$ cat src/shared/dpram_host_regs.svh
// register offsets, fields and timing counts of the dual-port ram port controller
`ifndef DPRAM_HOST_REGS_SVH
`define DPRAM_HOST_REGS_SVH

// ==================================================================
// register word offsets on the avalon slave
`define REG_CMD          4'h0
`define REG_ADDR         4'h1
`define REG_WDATA        4'h2
`define REG_RDATA        4'h3
`define REG_STATUS       4'h4
`define REG_CFG          4'h5

// ==================================================================
// command field encodings (write data bits 1:0 of the command register)
`define CMD_RAM_READ     2'h0
`define CMD_RAM_WRITE    2'h1
`define CMD_SEM_CLAIM    2'h2
`define CMD_SEM_RELEASE  2'h3

// ==================================================================
// status bits
`define ST_BUSY_BIT      0
`define ST_BUSY_SEEN_BIT 1
`define ST_SEM_GOT_BIT   2
`define ST_MAILBOX_BIT   3

// ==================================================================
// device facts
`define MBOX_LEFT_ADDR   13'h1ffe
`define MBOX_RIGHT_ADDR  13'h1fff
`define SEM_INDEX_BITS   3

// ==================================================================
// timing in ns and derived cycle counts at 20 mhz (50 ns)
`define CLK_PERIOD_NS    50
`define T_SETUP_NS       50
`define T_STROBE_NS      100
`define T_HOLD_NS        50
`define T_SEM_WR_RD_NS   50
`define CYC_SETUP   ((`T_SETUP_NS + `CLK_PERIOD_NS - 1) / `CLK_PERIOD_NS)
`define CYC_STROBE  ((`T_STROBE_NS + `CLK_PERIOD_NS - 1) / `CLK_PERIOD_NS)
`define CYC_HOLD    ((`T_HOLD_NS + `CLK_PERIOD_NS - 1) / `CLK_PERIOD_NS)
`define CYC_SEM_GAP ((`T_SEM_WR_RD_NS + `CLK_PERIOD_NS - 1) / `CLK_PERIOD_NS)

`endif

$ cat src/shared/dpram_host_pkg.sv
// types of the dual-port ram port controller
package dpram_host_pkg;

   typedef struct packed
   {
      logic        ce_n;
      logic        token_latch_select_n;
      logic        we_n;
      logic        oe_n;
      logic [12:0] addr;
   } port_ctrl_t;

   typedef struct packed
   {
      logic [7:0] dout;
      logic       dout_en;
   } port_data_t;

   typedef enum logic [5:0]
   {
      st_idle   = 6'b000001,
      st_setup  = 6'b000010,
      st_strobe = 6'b000100,
      st_hold   = 6'b001000,
      st_gap    = 6'b010000,
      st_done   = 6'b100000
   } phase_t;

endpackage

$ cat src/design/dpram_port_host.sv
// controller that drives one port of an asynchronous dual-port ram from avalon registers
// Operation
// - write starts when both low; first to rise ends it
// - write strobe stays high whenever address lines change
// - write strobe stays high for the whole read cycle
// - address is valid before or with chip enable falling
// - semaphore write-then-read keeps chip enable high throughout
// - writing a low with token select active and chip enable high claims
//
// The Avalon-MM interface to the registers and the register offsets were chosen for this implementation.
`include "dpram_host_regs.svh"

module dpram_port_host
#(
   parameter bit IS_RIGHT = 1'b0
)
(
   // clock and reset
   input  wire logic                     i_clk_sys,
   input  wire logic                     i_rst,
   // avalon-mm slave
   input  wire logic [3:0]               i_avs_address,
   input  wire logic                     i_avs_read,
   input  wire logic                     i_avs_write,
   input  wire logic [31:0]              i_avs_writedata,
   output logic      [31:0]              o_avs_readdata,
   output logic                          o_avs_waitrequest,
   // device port pins
   output dpram_host_pkg::port_ctrl_t    o_port,
   output dpram_host_pkg::port_data_t    o_data,
   input  wire logic [7:0]               i_data,
   input  wire logic                     i_busy_n,
   input  wire logic                     i_mbox_int_n
);
   import dpram_host_pkg::*;

   // ==================================================================
   // registers
   phase_t      phase;
   logic [1:0]  cmd;
   logic [12:0] addr;
   logic [7:0]  wdata;
   logic [7:0]  rdata;
   logic        busy_seen;
   logic        sem_got;
   logic        active;
   logic [2:0]  cnt;

   // ==================================================================
   // decoding
   wire         is_sem      = cmd[1];
   wire         is_write    = (cmd != `CMD_RAM_READ);
   wire         cnt_zero    = (cnt == 3'h0);
   wire         sel_cmd     = (i_avs_address == `REG_CMD);
   wire         sel_addr    = (i_avs_address == `REG_ADDR);
   wire         sel_wdata   = (i_avs_address == `REG_WDATA);
   wire         wr_ok       = i_avs_write && !active;
   wire         start       = wr_ok && sel_cmd;
   wire [12:0]  own_mbox    = IS_RIGHT ? `MBOX_RIGHT_ADDR : `MBOX_LEFT_ADDR;
   // semaphores sit at index in the low address bits
   wire [12:0]  bus_addr    = is_sem ? {10'h0, addr[`SEM_INDEX_BITS-1:0]} : addr;
   // claim writes a low, release writes a high on data bit 0
   wire [7:0]   bus_wdata   = is_sem ? {7'h0, (cmd == `CMD_SEM_RELEASE)} : wdata;
   wire [7:0]   status      = {4'h0, !i_mbox_int_n, sem_got, busy_seen, !i_busy_n};
   wire         sel_strobe  = (phase == st_strobe);
   // select waits one setup cycle so the address settles first
   wire         sel_on      = (phase == st_setup && cnt_zero) || sel_strobe ||
                              (phase == st_hold) || (phase == st_gap && is_sem);
   // the command lands as the sequencer starts, so the address is reloaded once then
   wire         addr_load   = (phase == st_idle) || (phase == st_setup && !cnt_zero);

   logic [31:0] next_readdata;
   always_comb
   begin
      case (i_avs_address)
         `REG_CMD:    next_readdata = {31'h0, active};
         `REG_ADDR:   next_readdata = {19'h0, addr};
         `REG_WDATA:  next_readdata = {24'h0, wdata};
         `REG_RDATA:  next_readdata = {24'h0, rdata};
         `REG_STATUS: next_readdata = {24'h0, status};
         `REG_CFG:    next_readdata = {19'h0, own_mbox};
         default:     next_readdata = 32'h0;
      endcase
   end

   // ==================================================================
   // avalon answer: one wait cycle, then data; writes to busy core wait
   logic ack;
   always_ff @(posedge i_clk_sys or posedge i_rst)
   begin
      if (i_rst)
      begin
         ack            <= 1'b0;
         o_avs_readdata <= 32'h0;
      end
      else
      begin
         ack            <= (i_avs_read || (i_avs_write && !active)) && !ack;
         o_avs_readdata <= next_readdata;
      end
   end
   assign o_avs_waitrequest = !ack;

   // ==================================================================
   // register writes
   always_ff @(posedge i_clk_sys or posedge i_rst)
   begin
      if (i_rst)
      begin
         addr  <= 13'h0;
         wdata <= 8'h0;
         cmd   <= `CMD_RAM_READ;
      end
      else if (wr_ok && ack)
      begin
         if (sel_addr)
            addr  <= i_avs_writedata[12:0];
         if (sel_wdata)
            wdata <= i_avs_writedata[7:0];
         if (sel_cmd)
            cmd   <= i_avs_writedata[1:0];
      end
   end

   // ==================================================================
   // access sequencer
   always_ff @(posedge i_clk_sys or posedge i_rst)
   begin
      if (i_rst)
      begin
         phase     <= st_idle;
         cnt       <= 3'h0;
         active    <= 1'b0;
         rdata     <= 8'h0;
         busy_seen <= 1'b0;
         sem_got   <= 1'b0;
      end
      else
      begin
         case (phase)
            st_idle:
               if (start && ack)
               begin
                  active <= 1'b1;
                  phase  <= st_setup;
                  cnt    <= 3'(`CYC_SETUP);
               end
            st_setup:
               if (cnt_zero)
               begin
                  phase <= st_strobe;
                  cnt   <= 3'(`CYC_STROBE);
               end
               else
                  cnt <= cnt - 3'h1;
            st_strobe:
            begin
               if (!i_busy_n)
                  busy_seen <= 1'b1;
               if (cnt_zero)
               begin
                  if (!is_write)
                     rdata <= i_data;
                  phase <= st_hold;
                  cnt   <= 3'(`CYC_HOLD);
               end
               else
                  cnt <= cnt - 3'h1;
            end
            st_hold:
               if (cnt_zero)
               begin
                  phase <= is_sem ? st_gap : st_done;
                  cnt   <= 3'(`CYC_SEM_GAP);
               end
               else
                  cnt <= cnt - 3'h1;
            // read back the latch after the write to learn ownership
            st_gap:
               if (cnt_zero)
               begin
                  sem_got <= (cmd == `CMD_SEM_CLAIM) && !i_data[0];
                  rdata   <= i_data;
                  phase   <= st_done;
               end
               else
                  cnt <= cnt - 3'h1;
            st_done:
            begin
               active <= 1'b0;
               phase  <= st_idle;
            end
            default:
               phase <= st_idle;
         endcase
      end
   end

   // ==================================================================
   // pin drive, all registered
   always_ff @(posedge i_clk_sys or posedge i_rst)
   begin
      if (i_rst)
      begin
         o_port  <= '{ce_n: 1'b1, token_latch_select_n: 1'b1, we_n: 1'b1, oe_n: 1'b1,
                      addr: 13'h0};
         o_data  <= '{dout: 8'h0, dout_en: 1'b0};
      end
      else
      begin
         // address moves only before select, strobe high
         if (addr_load)
            o_port.addr <= bus_addr;
         // chip enable for ram, token select for semaphores
         // chip enable stays high across semaphore write and read
         o_port.ce_n                 <= !(sel_on && !is_sem);
         // semaphore access with chip enable high
         o_port.token_latch_select_n <= !(sel_on && is_sem);
         // strobe low only inside the selected window
         o_port.we_n <= !(is_write && sel_strobe && cnt != 3'h0);
         o_port.oe_n <= !((!is_write && (sel_strobe || phase == st_hold)) ||
                          (is_sem && phase == st_gap));
         // data held through the strobe rise and the hold phase
         o_data.dout    <= bus_wdata;
         o_data.dout_en <= is_write && (sel_strobe || phase == st_hold);
      end
   end

endmodule

$ cat config.mk
export PLATFORM = sky130hd
export DESIGN_NAME = dpram_port_host
export DESIGN_NICKNAME = d
export VERILOG_FILES = /design/src/shared/dpram_host_pkg.sv /design/src/design/dpram_port_host.sv
export VERILOG_INCLUDE_DIRS = /design/src /design/src/shared
export SDC_FILE = /design/constraint.sdc
export NUM_CORES = 1
export LEC_CHECK = 0
export ABC_CLOCK_PERIOD_IN_PS = 2800
export CAP_MARGIN = 20
export CORE_AREA = 3 3 68 117
export DETAILED_ROUTE_END_ITERATION = 7
export DIE_AREA = 0 0 71 120
export DONT_BUFFER_PORTS = 1
export PLACE_DENSITY = 0.68
export REMOVE_ABC_BUFFERS = 1
export SLEW_MARGIN = 20
export SYNTH_ARGS = -nofsm -noshare
export SYNTH_HDL_FRONTEND = slang
export SYNTH_SLANG_ARGS = --single-unit
$ cat constraint.sdc
create_clock -name i_clk_sys -period 2.8 [get_ports i_clk_sys]
set_clock_uncertainty 0.05 [all_clocks]
set_input_delay 0.14 -clock i_clk_sys [delete_from_list [all_inputs] [get_ports i_clk_sys]]
set_output_delay 0.14 -clock i_clk_sys [all_outputs]
set_load 0.02 [all_outputs]
; Word-level counts from Yosys, hierarchy flattened
; Cells that the tools add are included.
[word_totals]
ff_bits = 102
output_inout_bits = 59
word_cells = 112
[classes]
addsub = 1
eq_ne = 20
n_mux = 21
n_bitwise = 1
n_reduce_logical = 51
[ops]
columns = operator, count
row1 = $pmux W13 S6, 1
row2 = $mux W6, 6
row3 = $mux W8, 4
row4 = $pmux W6 S5, 1
row5 = $pmux W8 S2, 1
row6 = $logic_and A1 B1 Y1, 15
row7 = $mux W13, 1
row8 = $logic_not A1 Y1, 12
row9 = $mux W3, 4
row10 = $ne A2 B2 Y1 const B, 6
row11 = $pmux W3 S4, 1
row12 = $reduce_and A2 Y1, 6
row13 = $eq A4 B2 Y1 const B, 2
row14 = $eq A4 B3 Y1 const B, 2
row15 = $logic_or A1 B1 Y1, 7
row16 = $eq A6 B1 Y1 const B, 1
row17 = $eq A6 B2 Y1 const B, 1
row18 = $eq A6 B3 Y1 const B, 1
row19 = $eq A6 B4 Y1 const B, 1
row20 = $eq A6 B5 Y1 const B, 1
row21 = $eq A6 B6 Y1 const B, 1
row22 = $reduce_bool A2 Y1, 3
row23 = $reduce_and A5 Y1, 1
row24 = $eq A2 B2 Y1 const B, 2
row25 = other kinds (13), 13

; Longest topological paths before layout
[depth]
ltp_word = 7
ltp_mapped = 8
depth_no_buf = 6

; Worst setup path after synthesis
; No wires, ideal clock.
[synth_timing]
path_type = flip-flop to flip-flop
from = reg cnt[0]
to = reg o_port[0] (netlist name)
setup_ns = 0.125
t_arrival_ns = 1.721
t_required_ns = 2.625
path_slack_ns = 0.905
path_stages_with_launch = 9
period_less_slack_ns = 1.895
cell_sequence = dfrtp_1 > inv_1 > ha_1 > nor2b_1 > buf_2 > nor3b_1 > o21ai_2 > buf_2 > mux2_2
[synth_via]
elab_chain_cells = 4
[synth_rtl]
columns = element, line
row1 = from (decl), dpram_port_host.sv:47  ; logic [2:0] cnt;
row2 = from (signal assigned), dpram_port_host.sv:146  ; cnt <= 3'(`CYC_SETUP);
row3 = from (signal assigned), dpram_port_host.sv:152  ; cnt <= 3'(`CYC_STROBE);
row4 = from (signal assigned), dpram_port_host.sv:155  ; cnt <= cnt - 3'h1;
row5 = $logic_not A3 Y1, dpram_port_host.sv:53  ; wire cnt_zero = (cnt == 3'h0);
row6 = $logic_not A1 Y1, dpram_port_host.sv:70  ; wire addr_load = (phase == st_idle) || (phase == st_setup && !cnt_zero);
row7 = $logic_and A1 B1 Y1, dpram_port_host.sv:70
row8 = $logic_or A1 B1 Y1, dpram_port_host.sv:70
row9 = to (signal assigned), dpram_port_host.sv:205  ; o_port <= '{ce_n: 1'b1, token_latch_select_n: 1'b1, we_n: 1'b1, oe_n: 1'b1,
row10 = to (decl), dpram_port_host.sv:29  ; output dpram_host_pkg::port_ctrl_t o_port,
; Every way passes these cells.
; A chain may end at the register's enable or synchronous reset.

; Worst setup path after layout
[layout_timing]
from = in i_avs_address[1]
to = reg addr[5]
[layout_via]
elab_chain_cells = 2
[layout_rtl]
columns = element, line
row1 = from (decl), dpram_port_host.sv:22  ; input wire logic [3:0] i_avs_address,
row2 = $eq A4 B1 Y1, n/a
row3 = $reduce_and A2 Y1 (no line), n/a
row4 = to (signal assigned), dpram_port_host.sv:117  ; addr <= i_avs_writedata[12:0];
row5 = to (decl), dpram_port_host.sv:41  ; logic [12:0] addr;
; Every way passes these cells.

==> summary.md <==
| Metric | Value |
|---|---|
| Syn_area_per_cell | roughly 12 µm² |
| Power Dens Cells | 825 mW/mm² |
| Net switching power | between 1 and 1.5 mW |
| Yosys warnings | 0 |
| RSZ-0062 raised after global routing | no |
| Worst skew pair latency | roughly 0.33 ns |
| Vias | about 2500 |
| Final setup fails | 0 |
| CTS tree | yes |
| Iteration-0 DRC Markers | roughly 160 |
| Detail Route met2 WL | 4640 µm |
| Clk sink count | 83 |
| Register area share after synthesis | 54.3% |
| R2R setup slack | 0.70 ns |
| Final ANT Viol Nets | 0 |
| Max Freq | 470 MHz |
| Slew Limit Fails | 0 |
| Num CTS Buffers | 9 |
| Worst Path Required | 2.96 ns |
| Final instance area | 0.00442 mm² |
| Syn Inst Count | between 300 and 400 |
| Antenna violations before repair | 0 |
| Leakage power | 2.04 nW |
| DR vias/cell | between 5 and 6 |
| Status | complete, no violations |
| Max clock buf depth | 2 |
| # rows | between 40 and 50 |
| Die Wd | 71 µm |
| Min-Delay Path Class | in2reg |
| Number of enable flip-flop cells after synthesis | 0 |
| Root Driver | clkbuf_16 |
| Area delta synth->final | 15.2% |
| VDD IR max | around 650 µV |
| Reg power frac | between 40% and 50% |
| Die Ht | about 120 µm |
| TNS Setup | 0 ns |
| Pin count of the biggest net entering global routing | 47 |
| Met1 wire length | between 3000 and 4000 µm |
| Post-route clock period utilization | around 76% |
| Vias in the first global route | about 2700 |
| CP Data Arrival Time | approximately 2.3 ns |
| Placer Congestion | 0.810 |
| Slew Limit Headroom | about half |
| Worst Path Max Fanout | 13 |
| Total global routing overflow | 0 |
| WP buf/inv | 1 |
| Routed WL | between 8000 and 9000 µm |
| CP peak stage delay | about 0.66 ns |
| Total Nets Final | between 300 and 400 |
| Family with the most delay on the worst path | simple AND/OR/NAND/NOR gates |
| Critical path's slowest cell | dlygate4sd3_1 |
| Slew @ Worst Pin | roughly 0.77 ns |
| Power Internal | 2.49 mW |
| Share of cells above drive strength 1 | approximately a quarter |
| Clk slew on worst S/H paths | approximately 0.060 ns |
| # diodes | 0 |
| Crit path launch type | input pin |
| Crit Path Class | in2reg |
| GRT Total Usage | 21.4% |
| Clk pwr share | between 30% and 40% |
| Minimum clock period | ~2.1 ns |
| Maximum level of the CTS H-tree | 3 |
| Routed length per instance | about 20 µm |
| Global-route wire length before repair | ~14000 µm |
| # Max-Cap Violations | 0 |
| Hold Fails Final Rpt | 0 |
| Post-synthesis register bit count | 83 |
| Switching Share | 31.7% |
| Mapped cell area | about 0.0038 mm² |
| CP Cell Sequence | dlygate4sd3_1 -> nor2_4 -> and2_0 -> nand2_1 -> mux2_2 |
| Placed cell areas | ~0.0038 mm² |
| Met3 wire length | between 400 and 500 µm |
| Combinational share of power | 20.0% |
| Input/output buffers | 0 |
| TritonRoute pass-1 iters | 4 |
| Post-synth cell types | 52 |
| Initial Util | 53.4% |
| Post-CTS sizing | 0 |
| Async set-reset flop share out of synthesis | 100% |
| Area of the core | between 0.007 and 0.008 mm² |
| I/O pins | between 100 and 150 |
| Drt drc | 0 |
| Post-CTS setup buffers | 0 |
| CP endpoint kind | flop |
| Hold Buf Count CTS | 31 |
| DR top layer | met4 |
| Die Area | roughly 0.0085 mm² |
| Placed Cells | about 390 |
| DP HPWL | a little under 6000 µm |
| Post-synth top flop | dfrtp_1 |
| Post-Layout Cell Count | between 400 and 500 |
-- metrics by stage --
stage	util (%)	hold slack (ns)	power, mW	setup slack, ns
6_report	61.5	0.0182	3.65	0.670
5_1_grt	61.5	0.0180	3.81	0.515
4_1_cts	61.5	0.000226	3.68	0.616
3_5_place_dp	53.1	0.131	2.50	0.747
3_3_place_gp	53.1	0.125	2.46	0.762
2_1_floorplan	-	0.156	2.25	0.481
-- logic make-up after synthesis --
| logic type | count (synthesis) | share of synthesized area (%) |
|---|---|---|
| DFF | 83 | 54.3 |
| and+or+nand+nor | 77 | 12.4 |
| muxes | 53 | 15.3 |
| AOI/OAI and AO/OA | 50 | 9.27 |
| buffers and inverters | 47 | 7.28 |
| xor gates and xnor gates | 3 | 0.685 |
| adders and majority gates | 2 | 0.652 |
| other | 1 | 0.0978 |
-- power by group through the flow --
stage               Combinational (mW)  Sequential (mW)  Clock (mW)
global route                     0.799             1.82        1.19
global placement                 0.665             1.80           0
detailed placement               0.686             1.81           0
finish                           0.731             1.79        1.13
CTS                              0.735             1.79        1.16
floorplan                        0.496             1.75           0
-- routing by layer --
layer  vias up  global-route usage [%]
met4         0                    14.9
li1       1120                       -
met5         -                       0
met1      1243                    21.5
met3        27                    6.37
met2        85                    36.8
-- cell usage after synthesis (all sizes together) (3+ instances only) --
cell	count	share of area [%]
dfrtp	78	51
mux2	46	14
buf	33	5.9
nor2b	22	3.6
nor2	20	2.2
o21ai	17	2.3
nand2	10	1.0
inv	9	0.88
mux2i	7	1.8
o21a	7	1.4
a21oi	5	0.95
clkbuf	5	0.49
dfstp	5	3.4
o22a	5	1.1
nand4b	4	0.91
nand3	3	0.52
nor4	3	1.3
o22ai	3	0.49
xor2	3	0.69
-- cells in the final DEF (no fill, tap or decap), drive strengths merged, types with 3 or more instances in the layout --
cell	instances
mux2i	7
conb	19
o22a	5
dlygate4sd3	31
o21a	7
xor2	3
inv	8
o21ai	17
clkbuf	13
dfstp	5
nand3	3
mux2	46
nor4	3
clkinv	3
nor2	20
dfrtp	78
a21oi	5
nand4b	4
nand2	10
buf	5
nor2b	22
o22ai	3
-- final cells by class --
| type | count | area (µm²) |
|---|---|---|
| clock inverter | 3 | 21.3 |
| timing repair buffer | 36 | 360 |
| multi-input combinational | 204 | 1540 |
| fill | 582 | 2760 |
| tap | 86 | 108 |
| clock buffer | 13 | 270 |
| inverter | 9 | 35.0 |
| sequential | 83 | 2080 |
-- sequential cells by signal (all words and copies together), names as in the netlist --
name	count
rdata	8
o_data	9
wdata	8
cmd	2
phase	6
addr	13
ack	1
sem_got	1
o_avs_readdata	13
o_port	17
active	1
busy_seen	1
cnt	3
-- worst paths after layout --
kind | from | end | cells after the start
setup / recovery | i_avs_address[1] | addr[5] | 5
hold / removal | i_avs_address[1] | o_avs_readdata[3] | 2
setup reg to reg | phase[5] | rdata[1] | 4
hold reg to reg | ack | ack | 1
max in group asynchronous | i_rst | phase[0] | 3
min in group asynchronous | i_rst | rdata[7] | 2
No activity file was read; power rests on OpenSTA's default activity.
